## config.mk

```make
export PLATFORM = sky130hd
export DESIGN_NAME = mmc_handler
export DESIGN_NICKNAME = d
export VERILOG_FILES = /design/src/mmc_pkg.sv /design/src/mmc_handler.sv /design/src/mmc_fifo.sv
export VERILOG_INCLUDE_DIRS = /design/src
export SDC_FILE = /design/constraint.sdc
export NUM_CORES = 1
export LEC_CHECK = 0
export BUFFER_PORTS_ARGS = -buffer_cell sky130_fd_sc_hd__buf_2
export CORE_MARGIN = 8
export CORE_UTILIZATION = 62
export CTS_BUF_LIST = sky130_fd_sc_hd__clkbuf_2 sky130_fd_sc_hd__clkbuf_4 sky130_fd_sc_hd__clkbuf_8
export CTS_CLUSTER_SIZE = 40
export DETAILED_ROUTE_END_ITERATION = 6
export GPL_TIMING_DRIVEN = 0
export HOLD_SLACK_MARGIN = 0.08
export PLACE_DENSITY = 0.82
export SKIP_LAST_GASP = 1
export SYNTH_ARGS = -nofsm -noshare
export SYNTH_HDL_FRONTEND = slang
export SYNTH_SLANG_ARGS = --single-unit
```

## constraint.sdc

```tcl
create_clock -name clk_sys -period 3.2 [get_ports clk_sys]
set_clock_uncertainty 0.05 [all_clocks]
set_input_delay 0.32 -clock clk_sys [delete_from_list [all_inputs] [get_ports clk_sys]]
set_output_delay 0.32 -clock clk_sys [all_outputs]
set_load 0.05 [all_outputs]
```

## src/mmc_consts.svh

```systemverilog
`ifndef MMC_CONSTS_SVH
`define MMC_CONSTS_SVH

// ==========================================
// Frame bytes
`define MMC_SOX          8'hF0
`define MMC_RT_UNIV      8'h7F
`define MMC_ALL_CALL     7'h7F
`define MMC_SUB_MCC      8'h06
`define MMC_EOX          8'hF7

// ==========================================
// Command codes
`define MMC_CMD_STOP     8'h01
`define MMC_CMD_PLAY     8'h02
`define MMC_CMD_DPLAY    8'h03
`define MMC_CMD_FFWD     8'h04
`define MMC_CMD_REW      8'h05
`define MMC_CMD_RSTROBE  8'h06
`define MMC_CMD_REXIT    8'h07
`define MMC_CMD_RESET    8'h0D

// ==========================================
// Sizes
`define MMC_FRAME_LEN    3'd6
`define MMC_FIFO_DEPTH   16
`define MMC_FIFO_AW      4

`endif

```

## src/mmc_pkg.sv

```systemverilog
`default_nettype none
`include "mmc_consts.svh"

package mmc_pkg;
  typedef logic [7:0] mmc_byte_t;
  typedef enum logic [1:0] {
    MMC_ST_STOPPED,
    MMC_ST_PLAYING,
    MMC_ST_RECORDING,
    MMC_ST_WINDING
  } mmc_xport_e;
  typedef enum {
    MMC_RX_IDLE,
    MMC_RX_UNIV,
    MMC_RX_DEV,
    MMC_RX_SUB,
    MMC_RX_CMD,
    MMC_RX_EOX,
    MMC_RX_SKIP
  } mmc_rx_e;
endpackage

`default_nettype wire

```

## src/mmc_handler.sv

```systemverilog
`timescale 1ns/10ps
`default_nettype none
`include "mmc_consts.svh"

module mmc_handler (
  // Clock and reset
  input  wire logic                clk_sys,
  input  wire logic                rst,
  // Configuration
  input  wire logic                slave_mode,
  input  wire logic [6:0]          own_dev_id,
  // Received byte stream
  input  wire mmc_pkg::mmc_byte_t  rx_byte,
  input  wire logic                rx_valid,
  // Front panel events
  input  wire logic                key_stop,
  input  wire logic                key_play,
  input  wire logic                key_ffwd,
  input  wire logic                key_rew,
  input  wire logic                shuttle_cue,
  input  wire logic                shuttle_review,
  input  wire logic                song_loaded,
  // Transport actions
  output logic                     xp_stop,
  output logic                     xp_play,
  output logic                     xp_ffwd,
  output logic                     xp_rew,
  output logic                     xp_record,
  output logic                     xp_punch_in,
  output logic                     xp_punch_out,
  output logic                     mmc_settings_reset,
  output mmc_pkg::mmc_xport_e      xport_state,
  // Transmit byte stream
  output mmc_pkg::mmc_byte_t       tx_byte,
  output logic                     tx_valid,
  input  wire logic                tx_ready,
  output logic                     events_dropped
);
  import mmc_pkg::*;

  // ==========================================
  // Receive parser
  mmc_rx_e    rx_st_r, rx_st_nxt;
  logic       match_r, match_nxt;
  mmc_byte_t  cmd_r, cmd_nxt;
  logic       accept;

  always_comb begin
    rx_st_nxt = rx_st_r;
    match_nxt = match_r;
    cmd_nxt   = cmd_r;
    accept    = 1'b0;
    if (rx_valid) begin
      if (rx_byte == `MMC_SOX) begin
        rx_st_nxt = MMC_RX_UNIV;
      end else if (rx_byte[7] && rx_byte < 8'hF8) begin
        rx_st_nxt = MMC_RX_IDLE;
      end else if (!rx_byte[7] || rx_byte >= 8'hF8) begin
        if (rx_byte < 8'hF8) begin
          case (rx_st_r)
            MMC_RX_UNIV: begin
              rx_st_nxt = (rx_byte == `MMC_RT_UNIV) ? MMC_RX_DEV : MMC_RX_SKIP;
            end
            MMC_RX_DEV: begin
              match_nxt = (rx_byte[6:0] == own_dev_id) ||
                          (rx_byte[6:0] == `MMC_ALL_CALL);
              rx_st_nxt = MMC_RX_SUB;
            end
            MMC_RX_SUB: begin
              rx_st_nxt = (rx_byte == `MMC_SUB_MCC) ? MMC_RX_CMD : MMC_RX_SKIP;
            end
            MMC_RX_CMD: begin
              cmd_nxt   = rx_byte;
              rx_st_nxt = MMC_RX_EOX;
            end
            MMC_RX_EOX: begin
              rx_st_nxt = MMC_RX_SKIP;
            end
            MMC_RX_IDLE, MMC_RX_SKIP: begin
              rx_st_nxt = rx_st_r;
            end
            default: begin
              rx_st_nxt = MMC_RX_IDLE;
            end
          endcase
        end
      end
      if (rx_byte == `MMC_EOX && rx_st_r == MMC_RX_EOX) begin
        accept = match_r && slave_mode;
      end
    end
  end

  always_ff @(posedge clk_sys) begin
    if (rst) begin
      rx_st_r <= MMC_RX_IDLE;
      match_r <= 1'b0;
      cmd_r   <= '0;
    end else begin
      rx_st_r <= rx_st_nxt;
      match_r <= match_nxt;
      cmd_r   <= cmd_nxt;
    end
  end

  // ==========================================
  // Transport actions
  mmc_xport_e xs_r, xs_nxt;
  logic [7:0] act_nxt, act_r;

  always_comb begin
    xs_nxt  = xs_r;
    act_nxt = '0;
    if (accept) begin
      case (cmd_r)
        `MMC_CMD_STOP: begin
          act_nxt[0] = 1'b1;
          xs_nxt     = MMC_ST_STOPPED;
        end
        `MMC_CMD_PLAY, `MMC_CMD_DPLAY: begin
          act_nxt[1] = 1'b1;
          xs_nxt     = MMC_ST_PLAYING;
        end
        `MMC_CMD_FFWD: begin
          act_nxt[2] = 1'b1;
          xs_nxt     = MMC_ST_WINDING;
        end
        `MMC_CMD_REW: begin
          act_nxt[3] = 1'b1;
          xs_nxt     = MMC_ST_WINDING;
        end
        `MMC_CMD_RSTROBE: begin
          if (xs_r == MMC_ST_STOPPED) begin
            act_nxt[4] = 1'b1;
            xs_nxt     = MMC_ST_RECORDING;
          end else if (xs_r == MMC_ST_PLAYING) begin
            act_nxt[5] = 1'b1;
            xs_nxt     = MMC_ST_RECORDING;
          end
        end
        `MMC_CMD_REXIT: begin
          if (xs_r == MMC_ST_RECORDING) begin
            act_nxt[6] = 1'b1;
            xs_nxt     = MMC_ST_PLAYING;
          end
        end
        `MMC_CMD_RESET: begin
          act_nxt[7] = 1'b1;
        end
        default: begin
          act_nxt = '0;
        end
      endcase
    end
  end

  always_ff @(posedge clk_sys) begin
    if (rst) begin
      xs_r  <= MMC_ST_STOPPED;
      act_r <= '0;
    end else begin
      xs_r  <= xs_nxt;
      act_r <= act_nxt;
    end
  end

  assign xp_stop            = act_r[0];
  assign xp_play            = act_r[1];
  assign xp_ffwd            = act_r[2];
  assign xp_rew             = act_r[3];
  assign xp_record          = act_r[4];
  assign xp_punch_in        = act_r[5];
  assign xp_punch_out       = act_r[6];
  assign mmc_settings_reset = act_r[7];
  assign xport_state        = xs_r;

  // ==========================================
  // Transmit framer
  logic [4:0] pend_r, pend_nxt;
  logic [2:0] pos_r, pos_nxt;
  mmc_byte_t  tcmd_r, tcmd_nxt;
  logic       busy_r, busy_nxt;
  logic       drop_r, drop_nxt;
  mmc_byte_t  fb;
  logic       f_ready;
  logic [4:0] ev;

  always_comb begin
    ev = {song_loaded, key_rew | shuttle_review, key_ffwd | shuttle_cue,
          key_play, key_stop};
    pend_nxt = pend_r | ev;
    drop_nxt = |(pend_r & ev);
    pos_nxt  = pos_r;
    tcmd_nxt = tcmd_r;
    busy_nxt = busy_r;
    case (pos_r)
      3'd0: fb = `MMC_SOX;
      3'd1: fb = `MMC_RT_UNIV;
      3'd2: fb = {1'b0, `MMC_ALL_CALL};
      3'd3: fb = `MMC_SUB_MCC;
      3'd4: fb = tcmd_r;
      default: fb = `MMC_EOX;
    endcase
    if (busy_r) begin
      if (f_ready) begin
        pos_nxt  = pos_r + 3'd1;
        busy_nxt = (pos_r != `MMC_FRAME_LEN - 3'd1);
      end
    end else if (|pend_r) begin
      busy_nxt = 1'b1;
      pos_nxt  = '0;
      if (pend_r[0]) begin
        tcmd_nxt = `MMC_CMD_STOP;
        pend_nxt[0] = ev[0];
      end else if (pend_r[1]) begin
        tcmd_nxt = `MMC_CMD_DPLAY;
        pend_nxt[1] = ev[1];
      end else if (pend_r[2]) begin
        tcmd_nxt = `MMC_CMD_FFWD;
        pend_nxt[2] = ev[2];
      end else if (pend_r[3]) begin
        tcmd_nxt = `MMC_CMD_REW;
        pend_nxt[3] = ev[3];
      end else begin
        tcmd_nxt = `MMC_CMD_RESET;
        pend_nxt[4] = ev[4];
      end
    end
  end

  always_ff @(posedge clk_sys) begin
    if (rst) begin
      pend_r <= '0;
      pos_r  <= '0;
      tcmd_r <= '0;
      busy_r <= 1'b0;
      drop_r <= 1'b0;
    end else begin
      pend_r <= pend_nxt;
      pos_r  <= pos_nxt;
      tcmd_r <= tcmd_nxt;
      busy_r <= busy_nxt;
      drop_r <= drop_nxt;
    end
  end

  assign events_dropped = drop_r;

  // Output queue; drain back-pressure stalls the framer
  mmc_fifo #(
    .WIDTH (8),
    .DEPTH (`MMC_FIFO_DEPTH),
    .AW    (`MMC_FIFO_AW)
  ) u_txq (
    .clk_sys   (clk_sys),
    .rst       (rst),
    .in_data   (fb),
    .in_valid  (busy_r),
    .in_ready  (f_ready),
    .out_data  (tx_byte),
    .out_valid (tx_valid),
    .out_ready (tx_ready)
  );

  // ==========================================
  // Checks
  property p_rx_stop;
    @(posedge clk_sys) disable iff (rst)
      (accept && cmd_r == `MMC_CMD_STOP) |=> xp_stop && xs_r == MMC_ST_STOPPED;
  endproperty
  a_rx_stop: assert property (p_rx_stop) else $error("stop not signalled");
  property p_rx_play;
    @(posedge clk_sys) disable iff (rst)
      (accept && (cmd_r == `MMC_CMD_PLAY || cmd_r == `MMC_CMD_DPLAY)) |=> xp_play;
  endproperty
  a_rx_play: assert property (p_rx_play) else $error("play not signalled");
  property p_rx_ffwd;
    @(posedge clk_sys) disable iff (rst)
      (accept && cmd_r == `MMC_CMD_FFWD) |=> xp_ffwd && !xp_rew;
  endproperty
  a_rx_ffwd: assert property (p_rx_ffwd) else $error("ffwd not signalled");
  property p_rx_rew;
    @(posedge clk_sys) disable iff (rst)
      (accept && cmd_r == `MMC_CMD_REW) |=> xp_rew && !xp_ffwd;
  endproperty
  a_rx_rew: assert property (p_rx_rew) else $error("rewind not signalled");
  property p_strobe_stopped;
    @(posedge clk_sys) disable iff (rst)
      (accept && cmd_r == `MMC_CMD_RSTROBE && xs_r == MMC_ST_STOPPED)
        |=> xp_record && xs_r == MMC_ST_RECORDING;
  endproperty
  a_strobe_stopped: assert property (p_strobe_stopped) else $error("no record");
  property p_strobe_play;
    @(posedge clk_sys) disable iff (rst)
      (accept && cmd_r == `MMC_CMD_RSTROBE && xs_r == MMC_ST_PLAYING) |=> xp_punch_in;
  endproperty
  a_strobe_play: assert property (p_strobe_play) else $error("no punch-in");
  property p_exit;
    @(posedge clk_sys) disable iff (rst)
      xp_punch_out |-> $past(xs_r) == MMC_ST_RECORDING;
  endproperty
  a_exit: assert property (p_exit) else $error("bad punch-out");
  property p_slave_only;
    @(posedge clk_sys) disable iff (rst)
      !$past(slave_mode) |-> act_r == '0;
  endproperty
  a_slave_only: assert property (p_slave_only) else $error("acted as master");
  property p_tx_stop;
    @(posedge clk_sys) disable iff (rst)
      (key_stop && !busy_r && pend_r == '0) |=> ##1 (busy_r && tcmd_r == `MMC_CMD_STOP);
  endproperty
  a_tx_stop: assert property (p_tx_stop) else $error("stop frame not started");
  property p_tx_eox;
    @(posedge clk_sys) disable iff (rst)
      (busy_r && f_ready && pos_r == 3'd5) |=> !busy_r;
  endproperty
  a_tx_eox: assert property (p_tx_eox) else $error("frame not closed");
endmodule

`default_nettype wire

```

## src/mmc_fifo.sv

```systemverilog
`timescale 1ns/10ps
`default_nettype none
`include "mmc_consts.svh"

module mmc_fifo #(
  parameter int WIDTH = 8,
  parameter int DEPTH = 16,
  parameter int AW    = 4
) (
  // Clock and reset
  input  wire logic             clk_sys,
  input  wire logic             rst,
  // Fill side
  input  wire logic [WIDTH-1:0] in_data,
  input  wire logic             in_valid,
  output logic                  in_ready,
  // Drain side
  output logic      [WIDTH-1:0] out_data,
  output logic                  out_valid,
  input  wire logic             out_ready
);
  logic [WIDTH-1:0] mem_r [DEPTH];
  logic [WIDTH-1:0] dout_r, dout_nxt;
  logic [AW-1:0]    wp_r, wp_nxt, rp_r, rp_nxt;
  logic [AW:0]      cnt_r, cnt_nxt;
  logic             vld_r, vld_nxt;
  logic             push, pop;

  // Head word and valid are registered so the drain side sees flops only
  assign in_ready  = (cnt_r != (AW+1)'(DEPTH));
  assign out_valid = vld_r;
  assign out_data  = dout_r;
  assign push      = in_valid && in_ready;
  assign pop       = vld_r && out_ready;

  always_comb begin
    wp_nxt   = push ? wp_r + 1'b1 : wp_r;
    rp_nxt   = pop ? rp_r + 1'b1 : rp_r;
    cnt_nxt  = cnt_r + (AW+1)'(push) - (AW+1)'(pop);
    vld_nxt  = (cnt_nxt != '0);
    // A word written into the next head slot bypasses the array
    dout_nxt = (push && rp_nxt == wp_r) ? in_data : mem_r[rp_nxt];
  end

  always_ff @(posedge clk_sys) begin
    if (rst) begin
      wp_r   <= '0;
      rp_r   <= '0;
      cnt_r  <= '0;
      vld_r  <= 1'b0;
      dout_r <= '0;
    end else begin
      wp_r   <= wp_nxt;
      rp_r   <= rp_nxt;
      cnt_r  <= cnt_nxt;
      vld_r  <= vld_nxt;
      dout_r <= dout_nxt;
    end
    if (push) begin
      mem_r[wp_r] <= in_data;
    end
  end
endmodule

`default_nettype wire

```

# Yosys cells after proc, flatten, opt, wreduce, memory -nomap -nowiden
# Memory sizes are Yosys's and may differ from the RTL's. A register that Yosys moved wholly into a read port is not among the register bits.
# Cells that the tools add are included.
[word_totals]
ff_bits = 83
latch_bits = 0
mem_bits_rw = 128
romBits = 0
out_inout_bits = 20
wordCells = 145
mem_count = 1
[op_classes]
add_sub_neg = 5
mul = 0
div = 0
order_cmp = 2
n_eq_ne = 33
shifts = 0
muxes = 45
bitwise = 10
n_reduce_logical = 32
[mem_list]
columns = ["name", "words", "word_bits", "read_ports", "rd_ports_with_merged_regs", "write_ports", "line", "text"]
rows = [
  ["u_txq.mem_r", 16, 8, 1, 1, 1, "mmc_fifo.sv:22", "logic [WIDTH-1:0] mem_r [DEPTH];"],
]
[op_table]
columns = ["cell", "count"]
rows = [
  ["$pmux W32 S6", 1],
  ["$mux W32", 4],
  ["$eq A32 B3 Y1 const B", 3],
  ["$eq A32 B2 Y1 const B", 2],
  ["$eq A8 B3 Y1 const B", 5],
  ["$eq A32 B1 Y1 const B", 1],
  ["$eq A32 B4 Y1 const B", 1],
  ["$logic_not A32 Y1", 1],
  ["$pmux W8 S4", 1],
  ["$mux W4", 6],
  ["$mux W1", 20],
  ["$eq A8 B2 Y1 const B", 2],
  ["$eq A8 B8 Y1 const B", 2],
  ["$mux W3", 5],
  ["$reduce_and A6 Y1", 2],
  ["$mux W2", 5],
  ["$mux W5", 2],
  ["$pmux W2 S5", 1],
  ["$reduce_bool A5 Y1", 2],
  ["$reduce_or A2 Y1", 5],
  ["$reduce_or A5 Y1", 2],
  ["$ne A3 B3 Y1 const B", 3],
  ["$add A4 B1 Y4 const B", 2],
  ["$eq A8 B1 Y1 const B", 1],
  ["32 further kinds", 48],
]

# Depth between registers and ports, before layout
# Gate-level depths: netlist of run 1.
[depth]
word_depth = 8
ltp_mapped = 12
mapped_depth_nobuf = 11

# Hierarchy
# Synthesis of run 1 repeated with hierarchy kept, for this count alone.
[unflattened]
cells_unflattened = 714
hier_area_um2 = 8546.9
[by_module_without_submodules]
columns = ["module", "n_inst", "cells_each", "area_each_um2", "seq_area_each_um2"]
rows = [
  ["mmc_fifo", 1, 502, 6736.5, 4284.1],
  ["mmc_handler", 1, 212, 1810.5, 720.7],
]

# Worst setup path before layout of run 1
# Ideal clock, no wire load.
[synth_timing]
path_type = "reg2reg"
startpoint = "register u_txq.vld_r (netlist: u_txq.out_valid)"
endpoint = "register u_txq.vld_r (netlist: u_txq.out_valid)"
t_arrival_ns = 2.379
required_time_ns = 3.017
setup_slack_ns = 0.639
stages_incl_launch_ff = 12
path_buffers = 0
synth_period_minus_slack_ns = 2.561
path_cell_list = "dfxtp_1 -> nand2_1 -> inv_2 -> ha_1 -> inv_1 -> ha_1 -> fa_1 -> a21oi_1 -> nor2_1 -> nor2_1 -> xnor2_1 -> a31oi_1"
[synth_between]
elab_chain_len = 3
[synth_rtl]
columns = ["item", "line", "text"]
rows = [
  ["from (decl)", "mmc_fifo.sv:26", "logic vld_r, vld_nxt;"],
  ["from (signal assigned)", "mmc_fifo.sv:56", "vld_r <= vld_nxt;"],
  ["$logic_and A1 B1 Y1", "mmc_fifo.sv:34", "assign pop = vld_r && out_ready;"],
  ["$sub A5 B1 Y5", "mmc_fifo.sv:39", "cnt_nxt = cnt_r + (AW+1)'(push) - (AW+1)'(pop);"],
  ["$reduce_bool A5 Y1", "mmc_fifo.sv:40", "vld_nxt = (cnt_nxt != '0);"],
]
# Every way passes these cells.
# A chain may end at the register's enable or synchronous reset.

# Final worst setup path of run 1
[layout_timing]
startpoint = "register busy_r"
endpoint = "memory u_txq.mem_r[2][6] (enable)"
[layout_between]
elab_chain_len = 3
[layout_rtl]
columns = ["item", "line", "text"]
rows = [
  ["from (decl)", "mmc_handler.sv:182", "logic busy_r, busy_nxt;"],
  ["from (signal assigned)", "mmc_handler.sv:242", "busy_r <= busy_nxt;"],
  ["$logic_and A1 B1 Y1", "mmc_fifo.sv:33", "assign push = in_valid && in_ready;"],
  ["via u_txq.push", "mmc_fifo.sv:27", "logic push, pop;"],
  ["$mux W1", "mmc_fifo.sv:59", "if (push) begin"],
  ["$mux W1 (not written as such)", "mmc_fifo.sv:60", "mem_r[wp_r] <= in_data;"],
  ["to (decl)", "mmc_fifo.sv:22", ""],
]
# The timed path passes the listed nets, and every way through them passes these cells.

==> flow_metrics.tcl, run 1 <==
set metrics [dict create \
    status "completed" \
    yosysUniqueCellTypes 68 \
    cts_tree "done" \
    syn-num-nets 595 \
    yosysTopAreaCell "edfxtp_1" \
    setup_viol 0 \
    layout_common_cells "96 x edfxtp_1, 62 x nor2_1, 56 x dfxtp_1" \
    power.density_nw_per_um2 684 \
    critPathMaxFanout 10 \
    clk_pin_slew_ns 0.08 \
    grt.overflow.total 0 \
    power_leakage_nw 2.87 \
    htree_levels 4 \
    rows 38 \
    drive_above_1_share_pct 20.1 \
    grt_pass1_vias 4796 \
    grt_pass1_wl_um 23700 \
    critPathKind "reg2reg" \
    cp-end-kind "flip-flop" \
    ys_async_sr_fraction_pct 0 \
    hold_violations 0 \
    grt_max_degree 18 \
    first_iter_violations 482 \
    dp_hpwl_um 10500 \
    dp.cells 739 \
    die_h_um 120 \
    rsz0062_at_grt "no" \
    fin_nets 669 \
    cts-resized-gates 0 \
    wl_met2_um 7160 \
    hold_buffers 7 \
    synth_top_area_share_pct 42.7 \
    wl_met1_um 6150 \
    drv_slew 0 \
    die_area_sq_um 14500 \
    clock.fmax_ghz 0.343 \
    holdCritPathClass "in2reg" \
    via_per_inst 6.16 \
    antenna_found_initial 0 \
    die_x_um 120 \
    synthAdderAreaFrac_pct 3.26 \
    multi_input_area_sq_um 2480 \
    cts_sinks 152 \
    syn_avg_cell_area_sq_um 12.3 \
    io_pins 47 \
    diodes 0 \
    finalNonFillerCells 778 \
    synth-seq-cells 152 \
    synth_cells 551 \
    area_growth_syn_to_layout_pct 13.2 \
    synth-main-ff-cell "edfxtp_1" \
    place_congestion 0.879 \
    synth_top_family_by_area "simple AND/OR/NAND/NOR gates" \
    maxCapViolCount 0 \
    cts_setup_buffers 0 \
    slew_headroom_pct 3.00 \
    wl_per_cell_um 19.1 \
    drt_pass1_iterations 5 \
    nFillCells 742 \
    routed.top_layer "met4" \
    power_mw 5.23 \
    layout_commonest_cell "edfxtp_1" \
    io_buffers 45 \
    vias 4792 \
    synth_area_sq_um 6760 \
    worstPathArrival_ns 2.96 \
    tns_ns 0 \
    muxShareOfSynthArea_pct 6.45 \
    ys_seq_area_share_pct 59.3 \
    fin_crit_ns 2.92 \
    initial_core_util_pct 62.9 \
    drt-total-wl_um 14800 \
    coreArea_sq_um 10700 \
    synth-simple-area-share_pct 12.0 \
    synth_area_leaders "edfxtp_1 43%, dfxtp_1 17%, nor2_1 3.4%" \
    synth_xor_area_share_pct 3.54 \
    clkLatencyLatePin_ns 0.45 \
    period_share_pct 91.2 \
    ctsLongestPathBuffers 2 \
    cts-root-buf "clkbuf_8" \
    tightest_slew_ns 1.46 \
    ant_nets 0 \
    holdWs_ns 0.112 \
    track_usage_pct 21.0 \
    max-vdd-ir-drop_uv 346 \
    synth-edff-count 96 \
    start_kind "flip-flop" \
    drc 0 \
    critPathRequiredTime_ns 3.24 \
    ys_warn_count 0 \
    cts_made_buffers 17 \
    wl_met3_um 1140 \
    synth-compound-area-share_pct 11.5 \
    regArea_sq_um 4000 \
]
## critical path: stages, from the launching register on
cell and delay (ns):
dfxtp_1 0.31, clkbuf_1 0.27, inv_1 0.21, nor2_1 0.35
buf_2 0.33, nand2_1 0.20, nor3_1 0.82
## through the flow
stage / cell area, sq um / setup slack [ns] / util, %
3_3_place_gp: 7160 / 0.196 / 66.6
2_1_floorplan: 6760 / 0.639 / -
6_report: 7640 / 0.281 / 71.1
4_1_cts: 7640 / 0.287 / 71.1
3_5_place_dp: 7190 / 0.296 / 66.9
5_1_grt: 7640 / 0.107 / 71.1
## path summary, 6_finish.rpt
check | from | depth (start not counted) | slack, ns | end
max | busy_r | 6 | 0.28 | u_txq.mem_r[2][6]
min | rx_byte[0] | 3 | 0.11 | cmd_r[0]
min reg2reg | tcmd_r[2] | 2 | 0.42 | tcmd_r[2]
max reg2reg | busy_r | 6 | 0.28 | u_txq.mem_r[2][6]
## cell type report
type	instances	share of cell area, %
buffer	32	2.62
clock buffer	18	3.16
clock inverter	14	1.93
inverter	19	0.933
multi-input combinational	348	32.4
sequential	152	52.4
tap	140	2.29
timing repair buffer	55	4.26
## cells in the mapped netlist, types with 2 or more instances
cell        n
edfxtp_1   96
nor2_1     62
dfxtp_1    56
a21oi_1    25
and3_1     22
mux2i_1    21
mux2_2     19
inv_1      18
nand2_1    18
a211oi_1   16
ha_1       16
nor3_1     16
clkbuf_1   11
o21ai_0    10
xor2_1     10
nand2b_1    8
nand3_1     8
a311oi_1    7
o22ai_1     7
xnor2_1     7
a2111o_1    6
a211o_1     6
nor2b_1     6
o2111ai_1   6
a31oi_1     5
buf_2       5
buf_4       5
nor4_1      5
buf_1       4
nand4_1     4
buf_6       3
or3_1       3
a32oi_2     2
nand3b_1    2
o31ai_1     2
or2_2       2
## cells by family after synthesis
family                   Yosys count
AND/OR/NAND/NOR                  164
flip-flops                       152
AO/OA/AOI/OAI                    105
buffers and inverters             51
multiplexers                      41
XOR/XNOR                          21
adder cells (fa/ha/maj)           17
## where the power goes
part | switching, mW | internal [mW]
clock | 0.725 | 0.706
sequential | 0.0708 | 2.31
combinational | 0.877 | 0.536
total | 1.67 | 3.55
## layer usage
metal,track usage [%],vias up
met5,0,-
met4,9.84,0
met3,5.92,37
met2,34.0,242
met1,25.7,2303
li1,-,2210
## state kept, by name, summed over array words and instances (netlist names)
| name | count |
|---|---|
| u_txq.out_data | 6 |
| u_txq.wp_r | 4 |
| xport_state | 2 |
| match_r | 1 |
| rx_st_r | 3 |
| u_txq.cnt_r | 5 |
| u_txq.rp_r | 4 |
| u_txq.mem_r | 96 |
| u_txq.out_valid | 1 |
| cmd_r | 8 |
| pos_r | 3 |
| act_r | 8 |
| events_dropped | 1 |
| tcmd_r | 4 |
| pend_r | 5 |
| busy_r | 1 |
No activity file was read; power rests on OpenSTA's default activity.
==> inputs of run 2 (changes only) <==
--- a/config.mk
+++ b/config.mk
@@ -7,14 +7,16 @@
 export NUM_CORES = 1
 export LEC_CHECK = 0
 export BUFFER_PORTS_ARGS = -buffer_cell sky130_fd_sc_hd__buf_2
+export CAP_MARGIN = 15
 export CORE_MARGIN = 8
-export CORE_UTILIZATION = 62
+export CORE_UTILIZATION = 63
 export CTS_BUF_LIST = sky130_fd_sc_hd__clkbuf_2 sky130_fd_sc_hd__clkbuf_4 sky130_fd_sc_hd__clkbuf_8
 export CTS_CLUSTER_SIZE = 40
 export DETAILED_ROUTE_END_ITERATION = 6
 export GPL_TIMING_DRIVEN = 0
 export HOLD_SLACK_MARGIN = 0.08
-export PLACE_DENSITY = 0.82
+export PLACE_DENSITY = 0.83
+export REMOVE_ABC_BUFFERS = 1
 export SKIP_LAST_GASP = 1
 export SYNTH_ARGS = -nofsm -noshare
 export SYNTH_HDL_FRONTEND = slang
==> constraint.sdc (replaced) <==
create_clock -name clk_sys -period 3.7 [get_ports clk_sys]
set_clock_uncertainty 0.05 [all_clocks]
set_input_delay 0.37 -clock clk_sys [delete_from_list [all_inputs] [get_ports clk_sys]]
set_output_delay 0.37 -clock clk_sys [all_outputs]
set_load 0.05 [all_outputs]
==> run 2 against run 1 <==
Via count is 7.6% lower. Flip-flop and latch count stayed put. Critical path depth stayed put. Non-clock buffer count is 37 lower. Highest routed layer unchanged.
==> flow_metrics.tcl, run 2 (synthesized netlist as in run 1, its figures left out) <==
set metrics [dict create \
    vias 4429 \
    io_pins 47 \
    rows 38 \
    final_util_pct 68.8 \
    dp.cells 708 \
    clk_pin_slew_ns 0.07 \
    antenna_found_initial 0 \
    finalNonFillerCells 741 \
    tightest_slew_ns 1.09 \
    max-vdd-ir-drop_uv 303 \
    tns_ns 0 \
    initial_core_util_pct 63.4 \
    cts_made_buffers 17 \
    period_share_pct 85.6 \
    drt_pass1_iterations 7 \
    drt-total-wl_um 13400 \
    largest_reg_flops 96 \
    worstPathArrival_ns 3.41 \
    die_x_um 120 \
    grt_pass1_vias 4549 \
    maxCapViolCount 0 \
    layout_common_cells "96 x edfxtp_1, 62 x nor2_1, 56 x dfxtp_1" \
    layout_commonest_cell "edfxtp_1" \
    rsz0062_at_grt "no" \
    ant_nets 0 \
    regMostFlops "u_txq.mem_r" \
    area_growth_syn_to_layout_pct 8.46 \
    diodes 0 \
    io_buffers 46 \
    setup_viol 0 \
    coreArea_sq_um 10700 \
    slew_headroom_pct 26.6 \
    grt_pass1_wl_um 22100 \
    hold_buffers 0 \
    clock.fmax_ghz 0.316 \
    place_congestion 0.813 \
    critPathKind "reg2reg" \
    crit_slowest_cell "nand2_4" \
    clkLatencyLatePin_ns 0.43 \
    cpPeakStageDelay_ns 0.74 \
    cp-end-kind "flip-flop" \
    cts_sinks 152 \
    critPathRequiredTime_ns 3.94 \
    cts_tree "done" \
    start_kind "flip-flop" \
    top_regs "u_txq.mem_r (96), act_r (8), cmd_r (8)" \
    critPathMaxFanout 48 \
    fin_crit_ns 3.17 \
    holdCritPathClass "in2reg" \
    track_usage_pct 19.3 \
    first_iter_violations 326 \
    dp_hpwl_um 9260 \
    r2r_slack_ns 0.53 \
    fin_nets 632 \
    drv_slew 0 \
    status "completed" \
    die_area_sq_um 14300 \
    drive_above_1_share_pct 18.8 \
    hold_violations 0 \
    ctsLongestPathBuffers 2 \
    power.density_nw_per_um2 576 \
    htree_levels 4 \
    crit_chain "nand3b_1 > nand2_4 > mux2_2 > o22ai_1 > a2111o_1 > a311oi_1" \
    drc 0 \
    cts_setup_buffers 0 \
    grt_max_degree 50 \
    via_per_inst 5.98 \
    wl_per_cell_um 18.1 \
    die_h_um 120 \
    grt.overflow.total 0 \
    power_leakage_nw 2.70 \
    cts-root-buf "clkbuf_8" \
]
[run 2: changes by cell type in the layout (fill, tap and decap cells not counted), moves of 2 or more]
| cell | before | now |
|---|---|---|
| buf_6 | 5 | 0 |
| clkinvlp_4 | 0 | 4 |
| buf_2 | 50 | 46 |
| buf_4 | 6 | 4 |
| bufinv_16 | 2 | 0 |
| clkinv_2 | 2 | 4 |
| clkbuf_1 | 11 | 0 |
| clkinv_4 | 5 | 1 |
| buf_1 | 4 | 0 |
| inv_4 | 2 | 0 |
| clkinvlp_2 | 0 | 2 |
| dlygate4sd3_1 | 7 | 0 |
[run 2: path summary, 6_finish.rpt]
path                                 startpoint           endpoint  cells past startpoint
worst max-delay path            u_txq.out_valid  u_txq.out_data[6]                      6
worst min-delay path                   key_stop          pend_r[0]                      3
worst min register to register        tcmd_r[2]          tcmd_r[2]                      2
worst max register to register  u_txq.out_valid  u_txq.out_data[6]                      6
[run 2: repair_timing]
action	CTS	global route
setup endpoints to repair	0	1
resized for setup	0	1
hold endpoints to repair	0	0
[run 2: report_power, final]
| group | internal (mW) | leakage (nW) | switching [mW] |
|---|---|---|---|
| logic | 0.398 | 1.23 | 0.713 |
| registers | 2.00 | 1.32 | 0.0639 |
| clock network | 0.458 | 0.155 | 0.586 |
[run 2: layout make-up]
cell class                      count  area [sq um]
Clock buffer                       18           241
Clock inverter                     14          85.1
Fill cell                         770          3320
Inverter                           19          71.3
Multi-Input combinational cell    348          2490
Sequential cell                   152          4000
Tap cell                          140           175
Timing Repair Buffer               50           260
[run 2: routing by layer]
metal	track usage, %	share of wire [%]
met1	23.9	42
met4	7.81	1.8
met2	31.9	49
met5	0	0
met3	4.98	6.9
[run 2: metrics by stage]
step / setup WS [ns] / area, sq um / hold WS (ns) / total power [mW]
5_1_grt: 0.316 / 7330 / 0.118 / 4.42
2_1_floorplan: 0.779 / 6560 / 0.381 / 2.88
6_report: 0.532 / 7330 / 0.131 / 4.22
3_3_place_gp: 0.298 / 6960 / 0.410 / 3.14
3_5_place_dp: 0.222 / 6990 / 0.413 / 3.20
4_1_cts: 0.253 / 7310 / 0.112 / 4.23
[run 2: critical path, delay by kind of cell (launching register included)]
family / cells / cell delay [ns]
AND/OR/NAND/NOR: 2 / 1.29
flip-flops: 1 / 0.46
multiplexers: 1 / 0.28
AO/OA/AOI/OAI: 3 / 0.91
